<file path="src/design/quh_pkg.sv">
// shared constants and types for the quad uart host status block
package quh_pkg;
  localparam int NCH = 4;
  // register index = wishbone byte address / 4; channel in index[4:3]
  localparam logic [2:0] OFS_IER  = 3'h0;
  localparam logic [2:0] OFS_MCR  = 3'h1;
  localparam logic [2:0] OFS_TRIG = 3'h2;
  localparam logic [2:0] OFS_CST  = 3'h3;
  localparam logic [4:0] IDX_EVT  = 5'h04;
  localparam logic [4:0] IDX_MSK  = 5'h05;
  // modem_control_reg bit positions
  localparam int MCR_IRQ_OE = 3;
  localparam int MCR_IR_SEL = 6;
  localparam int MCR_MUSIC  = 7;
  // values after reset
  localparam logic [7:0] IER_RST  = 8'h00;
  localparam logic [7:0] MCR_RST  = 8'h00;
  localparam logic [7:0] TRIG_RST = 8'h01;
  localparam logic [7:0] MSK_RST  = 8'h00;
  localparam logic [7:0] EVT_RST  = 8'h00;
  // infrared pulse: 3 of 16 sub-bit ticks, centred in the bit
  localparam logic [3:0] IR_PULSE_LO = 4'h7;
  localparam logic [3:0] IR_PULSE_HI = 4'h9;
  // processor strobe port states
  typedef enum logic [2:0] {
    ST_IDLE  = 3'b001,
    ST_LOW   = 3'b010,
    ST_DRIVE = 3'b100
  } quh_strobe_t;
  // per-channel signals from the serial engine
  typedef struct packed {
    logic [3:0] irq_src;
    logic [7:0] rx_count;
    logic [7:0] tx_free;
    logic       tx_bit;
    logic       tx_enable;
    logic       music_tx;
  } quh_chan_in_t;
  // whole state of the top module
  typedef struct packed {
    logic            mode_pc;
    logic [3:0][7:0] irq_enable_reg;
    logic [3:0][7:0] modem_control_reg;
    logic [3:0][7:0] trig;
    logic [7:0]      evt;
    logic [7:0]      msk;
    logic [3:0]      rx_prev;
    logic [3:0]      tx_prev;
    logic            wb_ack;
    logic [7:0]      wb_dat;
    quh_strobe_t     sst;
    logic            strobe_prev;
    logic [7:0]      pdata;
    logic            music_prev;
    logic            irq;
    logic            irq_any_n;
    logic [3:0]      irq_chan;
    logic            rx_any_n;
    logic [3:0]      rx_chan_n;
    logic            tx_any_n;
    logic [3:0]      ser_tx;
    logic [3:0]      rx_en;
    logic [3:0]      music_rx;
  } quh_state_t;
  // state of one infrared encoder
  typedef struct packed {
    logic [3:0] cnt;
    logic       bit_prev;
    logic       ir;
  } quh_ir_state_t;
endpackage : quh_pkg

</file>
<file path="src/design/quh_top.sv">
// quad uart host status pins, processor strobe port and wishbone registers
// Behaviour
// - processor mode merges all four channel interrupts onto one line
// - in processor mode combined interrupt low while any channel has an enabled source pending
// - infrared output carries the framed serial character as pulses
// - infrared output low in reset, when idle and when transmitter off
// - modem control bit 6 picks modem serial or infrared interface
// - with music clock the serial pins act as music ports
// - in pc mode a high reset pin resets registers and outputs
// - during reset serial transmit and receive stay disabled
// - in processor mode the reset pin is active low
// - strobe falling edge writes cpu byte to addressed register
// - strobe rising edge drives addressed register onto data bus
// - combined receive ready low while any channel holds a character
// - channel receive ready low when characters reach the trigger level
// - channel receive ready high when empty or below trigger level
// - combined transmit ready low while any channel has a free slot
// - combined transmit ready high when no channel has room, and during reset
// - pc mode gives per-channel high interrupts gated by modem bit 3
//
// Design decisions made here: the Wishbone slave port and the placing of the registers.
`timescale 1ns/1ns
module quh_top (
  input  wire logic                       i_mclk,
  input  wire logic                       i_rst_n,
  input  wire logic                       i_bus_mode_pc,
  input  wire logic                       i_reset_pin,
  input  wire logic                       i_wb_cyc,
  input  wire logic                       i_wb_stb,
  input  wire logic                       i_wb_we,
  input  wire logic [7:0]                 i_wb_adr,
  input  wire logic [3:0]                 i_wb_sel,
  input  wire logic [31:0]                i_wb_dat,
  output logic      [31:0]                o_wb_dat,
  output logic                            o_wb_ack,
  output logic                            o_irq,
  input  wire logic                       i_cs_n,
  input  wire logic                       i_rw_strobe,
  input  wire logic [4:0]                 i_reg_address,
  input  wire logic [7:0]                 i_cpu_data,
  output logic      [7:0]                 o_cpu_data,
  output logic                            o_cpu_data_oe,
  input  wire quh_pkg::quh_chan_in_t [3:0] i_chan,
  input  wire logic                       i_tick16,
  input  wire logic                       i_music_link_clock,
  input  wire logic [3:0]                 i_serial_rx_in,
  output logic      [3:0]                 o_music_rx,
  output logic                            o_irq_any_n,
  output logic      [3:0]                 o_irq_chan,
  output logic                            o_rx_ready_any_n,
  output logic      [3:0]                 o_rx_ready_chan_n,
  output logic                            o_tx_ready_any_n,
  output logic      [3:0]                 o_serial_tx_out,
  output logic      [3:0]                 o_rx_enable,
  output logic      [3:0]                 o_infrared_tx_out
);
  quh_pkg::quh_state_t q, d;
  logic       pin_rst;
  logic       clr;
  logic [3:0] svc;
  logic [3:0] rx_av;
  logic [3:0] tx_sp;
  logic [3:0] ir_en;
  logic       music_rise;

  // read decode, shared by the wishbone slave and the strobe port
  function automatic logic [7:0] rd_reg(input quh_pkg::quh_state_t s,
                                        input quh_pkg::quh_chan_in_t [3:0] ch,
                                        input logic [4:0] idx);
    logic [1:0] c;
    c = idx[4:3];
    rd_reg = 8'h00;
    if (idx == quh_pkg::IDX_EVT) begin
      rd_reg = s.evt;
    end else if (idx == quh_pkg::IDX_MSK) begin
      rd_reg = s.msk;
    end else if (idx[2] == 1'b0) begin
      case (idx[2:0])
        quh_pkg::OFS_IER:  rd_reg = s.irq_enable_reg[c];
        quh_pkg::OFS_MCR:  rd_reg = s.modem_control_reg[c];
        quh_pkg::OFS_TRIG: rd_reg = s.trig[c];
        quh_pkg::OFS_CST:  rd_reg = {2'h0, ch[c].tx_free != 8'h00,
                                     ch[c].rx_count != 8'h00, ch[c].irq_src};
        default:           rd_reg = 8'h00;
      endcase
    end
  endfunction : rd_reg

  // write decode; unmapped indexes are ignored
  function automatic quh_pkg::quh_state_t wr_reg(input quh_pkg::quh_state_t s,
                                                 input logic [4:0] idx,
                                                 input logic [7:0] v);
    logic [1:0] c;
    c = idx[4:3];
    wr_reg = s;
    if (idx == quh_pkg::IDX_MSK) begin
      wr_reg.msk = v;
    end else if (idx[2] == 1'b0) begin
      case (idx[2:0])
        quh_pkg::OFS_IER:  wr_reg.irq_enable_reg[c] = v;
        quh_pkg::OFS_MCR:  wr_reg.modem_control_reg[c] = v;
        quh_pkg::OFS_TRIG: wr_reg.trig[c] = v;
        default:           wr_reg = s;
      endcase
    end
  endfunction : wr_reg

  // receive threshold: a trigger of zero behaves as one character
  function automatic logic [7:0] rx_thr(input logic [7:0] t);
    rx_thr = (t == 8'h00) ? 8'h01 : t;
  endfunction : rx_thr

  // reset pin polarity follows the strapped bus mode
  assign pin_rst    = q.mode_pc ? i_reset_pin : !i_reset_pin;
  assign clr        = !i_rst_n || pin_rst;
  assign music_rise = i_music_link_clock && !q.music_prev;

  // per-channel status terms
  always_comb begin
    for (int c = 0; c < quh_pkg::NCH; c++) begin
      svc[c]   = |(i_chan[c].irq_src & q.irq_enable_reg[c][3:0]);
      rx_av[c] = i_chan[c].rx_count != 8'h00;
      tx_sp[c] = i_chan[c].tx_free != 8'h00;
      ir_en[c] = q.modem_control_reg[c][quh_pkg::MCR_IR_SEL] && i_chan[c].tx_enable;
    end
  end

  // next state
  always_comb begin
    logic       evt_clr;
    logic [4:0] widx;
    logic       fall;
    logic       rise;
    evt_clr = 1'b0;
    widx    = i_wb_adr[6:2];
    fall    = q.strobe_prev && !i_rw_strobe;
    rise    = !q.strobe_prev && i_rw_strobe;
    d = q;
    d.strobe_prev = i_rw_strobe;
    d.music_prev  = i_music_link_clock;

    // wishbone: one wait state, ack for exactly one cycle, upper bits of
    // the address beyond the map read as zero
    d.wb_ack = i_wb_cyc && i_wb_stb && !q.wb_ack;
    if (d.wb_ack) begin
      if (i_wb_we) begin
        d.wb_dat = 8'h00;
        if (i_wb_sel[0] && i_wb_adr[7] == 1'b0) begin
          d = wr_reg(d, widx, i_wb_dat[7:0]);
        end
      end else begin
        d.wb_dat = (i_wb_adr[7] == 1'b0) ? rd_reg(q, i_chan, widx) : 8'h00;
        evt_clr  = (i_wb_adr[7] == 1'b0) && (widx == quh_pkg::IDX_EVT);
      end
    end

    // processor strobe port, live only in processor bus mode
    if (!q.mode_pc) begin
      case (q.sst)
        quh_pkg::ST_IDLE, quh_pkg::ST_DRIVE: begin
          if (fall && !i_cs_n) begin
            d = wr_reg(d, i_reg_address, i_cpu_data);
            d.sst = quh_pkg::ST_LOW;
          end else if (i_cs_n) begin
            d.sst = quh_pkg::ST_IDLE;
          end
        end
        quh_pkg::ST_LOW: begin
          if (i_cs_n) begin
            d.sst = quh_pkg::ST_IDLE;
          end else if (rise) begin
            d.pdata = rd_reg(q, i_chan, i_reg_address);
            evt_clr = evt_clr || (i_reg_address == quh_pkg::IDX_EVT);
            d.sst   = quh_pkg::ST_DRIVE;
          end
        end
        default: d.sst = quh_pkg::ST_IDLE;
      endcase
    end else begin
      d.sst = quh_pkg::ST_IDLE;
    end

    // sticky events: new data ready or new transmit room; set beats clear
    d.rx_prev = rx_av;
    d.tx_prev = tx_sp;
    d.evt = (q.evt & ~{8{evt_clr}}) | {tx_sp & ~q.tx_prev, rx_av & ~q.rx_prev};
    d.irq = |(d.evt & d.msk);

    // interrupt pins
    d.irq_any_n = q.mode_pc || !(|svc);
    for (int c = 0; c < quh_pkg::NCH; c++) begin
      d.irq_chan[c] = q.mode_pc && q.modem_control_reg[c][quh_pkg::MCR_IRQ_OE] && svc[c];
    end

    // ready pins
    d.rx_any_n = !(|rx_av);
    d.tx_any_n = !(|tx_sp);
    for (int c = 0; c < quh_pkg::NCH; c++) begin
      d.rx_chan_n[c] = !(i_chan[c].rx_count >= rx_thr(q.trig[c]));
    end

    // serial pins: music mode moves data on the music clock edge,
    // infrared mode parks the modem line at mark
    for (int c = 0; c < quh_pkg::NCH; c++) begin
      d.rx_en[c] = 1'b1;
      if (q.modem_control_reg[c][quh_pkg::MCR_MUSIC]) begin
        if (music_rise) begin
          d.ser_tx[c]   = i_chan[c].music_tx;
          d.music_rx[c] = i_serial_rx_in[c];
        end
      end else begin
        d.ser_tx[c] = !i_chan[c].tx_enable || q.modem_control_reg[c][quh_pkg::MCR_IR_SEL]
                      || i_chan[c].tx_bit;
      end
    end

    // reset from either source; the strap is caught while i_rst_n is low
    if (clr) begin
      d.mode_pc = i_rst_n ? q.mode_pc : i_bus_mode_pc;
      d.irq_enable_reg     = {4{quh_pkg::IER_RST}};
      d.modem_control_reg     = {4{quh_pkg::MCR_RST}};
      d.trig    = {4{quh_pkg::TRIG_RST}};
      d.evt     = quh_pkg::EVT_RST;
      d.msk     = quh_pkg::MSK_RST;
      d.rx_prev = 4'h0;
      d.tx_prev = 4'h0;
      d.wb_dat  = 8'h00;
      d.sst     = quh_pkg::ST_IDLE;
      d.pdata   = 8'h00;
      d.irq     = 1'b0;
      d.irq_any_n = 1'b1;
      d.irq_chan  = 4'h0;
      d.rx_any_n  = 1'b1;
      d.rx_chan_n = 4'hf;
      d.tx_any_n  = 1'b1;
      d.ser_tx    = 4'hf;
      d.rx_en     = 4'h0;
      d.music_rx  = 4'h0;
      // a pin reset must not swallow the bus handshake
      d.wb_ack    = i_rst_n && d.wb_ack;
    end
  end

  always_ff @(posedge i_mclk) begin
    q <= d;
  end

  // infrared encoders, one per channel
  for (genvar g = 0; g < quh_pkg::NCH; g++) begin : g_ir
    quh_ir_enc u_ir (
      .i_mclk   (i_mclk),
      .i_clr    (clr),
      .i_tick16 (i_tick16),
      .i_bit    (i_chan[g].tx_bit),
      .i_enable (ir_en[g]),
      .o_ir     (o_infrared_tx_out[g])
    );
  end

  // outputs straight from the state flops
  assign o_wb_dat          = {24'h000000, q.wb_dat};
  assign o_wb_ack          = q.wb_ack;
  assign o_irq             = q.irq;
  assign o_cpu_data        = q.pdata;
  assign o_cpu_data_oe     = q.sst[2]; // one-hot: the drive state's own flop
  assign o_music_rx        = q.music_rx;
  assign o_irq_any_n       = q.irq_any_n;
  assign o_irq_chan        = q.irq_chan;
  assign o_rx_ready_any_n  = q.rx_any_n;
  assign o_rx_ready_chan_n = q.rx_chan_n;
  assign o_tx_ready_any_n  = q.tx_any_n;
  assign o_serial_tx_out   = q.ser_tx;
  assign o_rx_enable       = q.rx_en;
endmodule : quh_top

</file>
<file path="src/design/quh_ir_enc.sv">
// infrared pulse encoder for one channel's framed serial stream
`timescale 1ns/1ns
module quh_ir_enc (
  input  wire logic i_mclk,
  input  wire logic i_clr,
  input  wire logic i_tick16,
  input  wire logic i_bit,
  input  wire logic i_enable,
  output logic      o_ir
);
  quh_pkg::quh_ir_state_t q, d;

  // sub-bit counter restarts on the start-bit edge so pulses stay centred
  always_comb begin
    d = q;
    d.bit_prev = i_bit;
    if (q.bit_prev && !i_bit) begin
      d.cnt = 4'h0;
    end else if (i_tick16) begin
      d.cnt = q.cnt + 4'h1;
    end
    // a zero bit of the frame becomes a short high pulse, a one stays low
    d.ir = i_enable && !i_bit && (q.cnt >= quh_pkg::IR_PULSE_LO)
           && (q.cnt <= quh_pkg::IR_PULSE_HI);
    // held low in reset, when idle and when the transmitter is off
    if (i_clr) begin
      d.cnt      = 4'h0;
      d.bit_prev = 1'b1;
      d.ir       = 1'b0;
    end
  end

  always_ff @(posedge i_mclk) begin
    q <= d;
  end

  assign o_ir = q.ir;
endmodule : quh_ir_enc

</file>
<file path="config.mk">
export PLATFORM = sky130hd
export DESIGN_NAME = quh_top
export DESIGN_NICKNAME = d
export VERILOG_FILES = /design/src/design/quh_pkg.sv /design/src/design/quh_top.sv /design/src/design/quh_ir_enc.sv
export SDC_FILE = /design/constraint.sdc
export NUM_CORES = 1
export LEC_CHECK = 0
export BUFFER_PORTS_ARGS = -buffer_cell sky130_fd_sc_hd__clkbuf_2
export CAP_MARGIN = 10
export CORE_MARGIN = 1
export CORE_UTILIZATION = 40
export CTS_CLUSTER_SIZE = 16
export DETAILED_ROUTE_END_ITERATION = 6
export GPL_TIMING_DRIVEN = 1
export HOLD_SLACK_MARGIN = 0.05
export PLACE_DENSITY = 0.66
export SYNTH_ARGS = -nofsm -noshare
export SYNTH_HDL_FRONTEND = slang
export SYNTH_SLANG_ARGS = --single-unit
</file>
<file path="constraint.sdc">
create_clock -name i_mclk -period 6.9 [get_ports i_mclk]
set_clock_uncertainty 0.05 [all_clocks]
set_input_delay 0.345 -clock i_mclk [delete_from_list [all_inputs] [get_ports i_mclk]]
set_output_delay 0.345 -clock i_mclk [all_outputs]
set_load 0.01 [all_outputs]
</file>
; ---- Word-level counts from Yosys, hierarchy flattened
; Index checks and enable logic that the tools add are counted.
[totals]
input_bits = 164
elab_cells = 295
register_bits = 191
[classes]
mux = 100
magnitude_cmp = 16
addsub = 4
reduce_logical = 104
bitwise = 13
eq_ne = 14
[op_table]
columns = op, count
row1 = $mux W166, 4
row2 = $mux W129, 3
row3 = $mux W104, 2
row4 = $mux W8, 25
row5 = $bwmux W32, 6
row6 = $mux W32, 6
row7 = $mux W133, 1
row8 = $mux W121, 1
row9 = $mux W54, 2
row10 = $bmux W8 S2, 6
row11 = $reduce_bool A8 Y1, 12
row12 = $bmux W23 S2, 2
row13 = $mux W34, 2
row14 = $pmux W8 S4, 2
row15 = $mux W23, 2
row16 = $logic_and A1 B1 Y1, 39
row17 = $mux W37, 1
row18 = $demux W8 S2, 2
row19 = $ge A8 B8 Y1, 4
row20 = $logic_not A8 Y1, 4
row21 = $mux W1, 25
row22 = $mux W25, 1
row23 = $and A4 B4 Y4, 6
row24 = $reduce_or A4 Y1, 6
row25 = other kinds (24), 87

; ---- Logic depth before layout (Yosys ltp)
[depth]
word_depth = 21
ltp_mapped = 10
mapped_depth_nobuf = 10

; ---- Modules after synthesis
; A second synthesis with hierarchy kept.
[unflattened]
hier_cells = 1239
area_unflattened_um2 = 11415.9
[modules_own_cells]
columns = module, seq_area_each_um2, instances, area_each_um2, cells_each
row1 = quh_top, 3293.2, 1, 10329.9, 1119
row2 = quh_ir_enc, 120.1, 4, 271.5, 30

; ---- Worst setup path before layout
; Ideal clock, no wire load.
[synth_path]
path_type = input to register
start = input i_wb_adr[5]
end = register with a tool-made name
setup_ns = 0.128
path_stages = 8
n_path_buf = 2
arrival_ns = 2.277
setup_slack_ns = 4.445
cell_sequence = buf_2 -> buf_2 -> mux4_2 -> mux4_2 -> a221oi_1 -> nor2_1 -> a21oi_1 -> nor2_1
[synth_lines]
columns = item, line
row1 = from (decl), quh_top.sv:31  ; input wire logic [7:0] i_wb_adr,

; ---- Worst setup path in the final report
[layout_path]
start = input i_rw_strobe
end = register q[130] (netlist bit)
[layout_between]
elab_chain_len = 6
[layout_rtl]
columns = item, line
row1 = from (decl), quh_top.sv:38  ; input wire logic i_rw_strobe,
row2 = $logic_not A1 Y1, quh_top.sv:136  ; fall = q.strobe_prev && !i_rw_strobe;
row3 = $logic_and A1 B1 Y1, quh_top.sv:136
row4 = $logic_and A1 B1 Y1, quh_top.sv:161  ; if (fall && !i_cs_n) begin
row5 = $mux W129, quh_top.sv:161
row6 = $mux W129, quh_top.sv:159  ; case (q.sst)
row7 = $mux W129, quh_top.sv:158  ; if (!q.mode_pc) begin
row8 = to (signal assigned), quh_top.sv:245  ; q <= d;
row9 = to (decl), quh_top.sv:57  ; quh_pkg::quh_state_t q, d;
; Every way passes these cells.
; A chain may end at the register's enable or synchronous reset.

==> results.tsv <==
metric	value	unit
run status	finished, final reports clean	
quantity of gates resized following cts	0	
post-route setup slack	3.649	ns
clock slew seen by the registers of the worst setup and hold paths	0.08	ns
floorplan die height	172.0	um
Die Area	29590	um2
IO Port Bufs	180	
sum of negative setup slack	0	ns
sequential-to-total area share from yosys stat	0.3263	
Critical Setup Path Class	primary input to flip-flop	
Net Sw Power	686.3	uW
final critical delay including setup and external delays	3.251	ns
type of destination of the critical path	flip-flop	
largest net degree at the start of global routing	81	
Critical Path RT	7.14	ns
worst-case setup slack after placement	3.451	ns
horizontal die dimension	172.0	um
number of unique standard cell types used by synthesis	60	
total via count in the routed design	10740	
total placed cells including tap cells	1714	
max-cap viol count	0	
NumNets Final	1566	
setup repair after global routing missed its margin	no	
initial antenna violation count	0	
post-detailed-route count of antenna-violating nets	0	
global-route congestion overflow total	0	
design area	12870	um2
launching element type of the critical path	primary input	
Clock Latency Late Sink	0.45	ns
Sink Count	188	
remaining max-slew budget at the tightest pin	0.1045	
# DRC	0	
Wirelength per Cell	21.66	um
total routed wirelength	37930	um
DP Area	12260	um2
row count	61	
final-report max-slew violation count	0	
number of buffers created by CTS	17	
part of the total power dissipated in sequential elements	0.471	
setup fix buffers added after clock tree synthesis	0	
total internal power	1.683	mW
worst min-delay path category	primary input to flip-flop	
Highest Clock Rate	307.6	MHz
reported leakage power	4.790	nW
sum of net half-perimeters after detailed placement	27240	um
post-synth design cell area	11560	um2
maximum buffer depth of the clock tree	2	
endpoints failing setup	0	
H-tree lvl count	4	
non-filler cells in the finished layout	1751	
hold violation count in the final report	0	
post-synthesis async set-or-reset flop share	0	
routability cong.	0.9507	
Sw Ratio	0.2896	
Synth-to-Final Area Change	11.26	%
layout cell share with drive strength beyond 1	0.2210	
first-pass GRT wire length	57590	um
vias in the first global route	9914	
Comb pwr share	0.113	
Syn. warnings	0	
period utilization	0.4711	
synthesized area per cell	9.098	um2
dominant register cell in the synthesized netlist	dfxtp_1	
boundary pin count	234	
core area	28090	um2
pin slew with the least headroom to its limit	1.333	ns
worst-path fanout max	16	
vias per cell	6.132	
number of cells produced by synthesis	1271	
cell at the root of the clock tree	clkbuf_16	
CTS tree	built	
cts hold-fix bufs	3	
Starting DRT DRC Count	1323	
initial core utilization	0.4117	
crit path DAT	3.49	ns
worst ir drop on vdd	206.7	uV
clock power share	0.416	
register bit count reported by yosys	188	
power density over cell area	184.2	nW/um2
total routing usage reported by global routing	0.2597	
DR pass1 iterations	7	
count of flip-flops with a built-in enable after synthesis	1	
[synth_stat cells (21+ instances only)]
library cell  count  area, um2
clkbuf_1         52      195.2
dfxtp_1         187       3744
mux4_2           68       1531
a22oi_1         103      773.2
mux2i_1          22      220.2
buf_4            69      518.0
nand2_1          78      292.8
ha_1             44      550.5
nor4_1           21      131.4
o21ai_0          45      225.2
nand2b_1         24      150.1
a211oi_1         85      638.1
inv_1            54      202.7
nor2_1          166      623.1
a21oi_1          43      215.2
[cell type report]
cell class	instances	area (um2)
fillers	2745	15220
well taps	378	473.0
multi-input cells	907	6855
flip-flops and latches	188	3774
clock inverters	15	147.6
inverters	54	202.7
repair buffers	190	983.4
diodes	2	5.005
clock buffers	17	425.4
[cells in the final DEF, fill, tap and decap left out, drive strengths merged, types with 4 or more instances in the layout]
cell type / n
nand4: 6
xnor2: 8
o221ai: 4
ha: 44
a21o: 12
a31oi: 10
a32oi: 4
inv: 64
mux4: 68
and3: 15
nand3: 16
conb: 24
xor2: 6
buf: 7
mux2i: 22
a22o: 8
dfxtp: 187
a21oi: 43
a22oi: 103
nor4b: 4
nor2: 168
nand2b: 24
o211ai: 7
a211oi: 85
o21ai: 45
clkbuf: 197
nand2: 78
nor3: 13
nor4: 23
clkinv: 4
nor3b: 6
nor2b: 7
a221oi: 5
a41o: 4
nand3b: 5
and2: 14
[state kept, by name, indices dropped and copies added, names as in the netlist, 4 cells and up, named ones only]
name and count:
g_ir.u_ir.q 20, q 125, o_rx_ready_chan_n 4, o_serial_tx_out 4, o_irq_chan 4, g_ir.u_ir.o_ir 4, o_cpu_data 8
[worst max-delay path: stages]
cell and delay [ns]:
dlygate4sd3_1 0.53, clkbuf_2 0.15, or4b_4 0.59, nor3_2 0.47, nor3b_2 0.36, nand3_1 0.63, nor2_1 0.33, a211oi_1 0.08
[cells by family after synthesis]
logic type	after synthesis	share of synthesized area
DFF	188	0.3263
adders and majority gates	44	0.04761
muxes	93	0.1544
AOI/OAI and AO/OA	347	0.2097
other	1	0.0003243
xor gates and xnor gates	14	0.01060
and+or+nand+nor	385	0.1621
buffers and inverters	199	0.08894
[per-stage QoR]
stage / util / power (mW) / hold slack [ns]
after CTS: 0.4579 / 2.369 / 0.06897
after detailed placement: 0.4364 / 1.403 / 0.3961
after global placement: 0.4364 / 1.399 / 0.3943
after global routing: 0.4579 / 2.444 / 0.07124
after floorplan: - / 1.311 / 0.3227
final: 0.4581 / 2.370 / 0.06614
[path summary, 6_finish.rpt]
| check | cells past startpoint | to | from | slack (ns) |
|---|---|---|---|---|
| min reg2reg | 2 | flip-flop | flip-flop | 0.40 |
| max | 8 | q[130]$_SDFF_PN0_ | i_rw_strobe | 3.65 |
| min | 3 | g_ir[1].u_ir.o_ir$_SDFF_PN0_ | i_chan[24] | 0.07 |
| max reg2reg | 7 | o_irq$_SDFF_PN0_ | o_wb_ack$_DFF_P_ | 3.76 |
[metal layers]
| layer | part of all wire | track usage |
|---|---|---|
| met5 | 0 | 0 |
| met2 | 0.44 | 0.3976 |
| met3 | 0.11 | 0.06249 |
| met4 | 0.043 | 0.1220 |
| met1 | 0.41 | 0.3438 |
[power by group through the flow]
stage / Sequential [mW] / Combinational, mW / Clock (mW)
3_3_place_gp: 1.14 / 0.258 / 0
4_1_cts: 1.12 / 0.264 / 0.990
5_1_grt: 1.12 / 0.290 / 1.04
2_1_floorplan: 1.14 / 0.173 / 0
3_5_place_dp: 1.14 / 0.262 / 0
6_report: 1.12 / 0.267 / 0.986
Power figures use the tool's default switching activity.
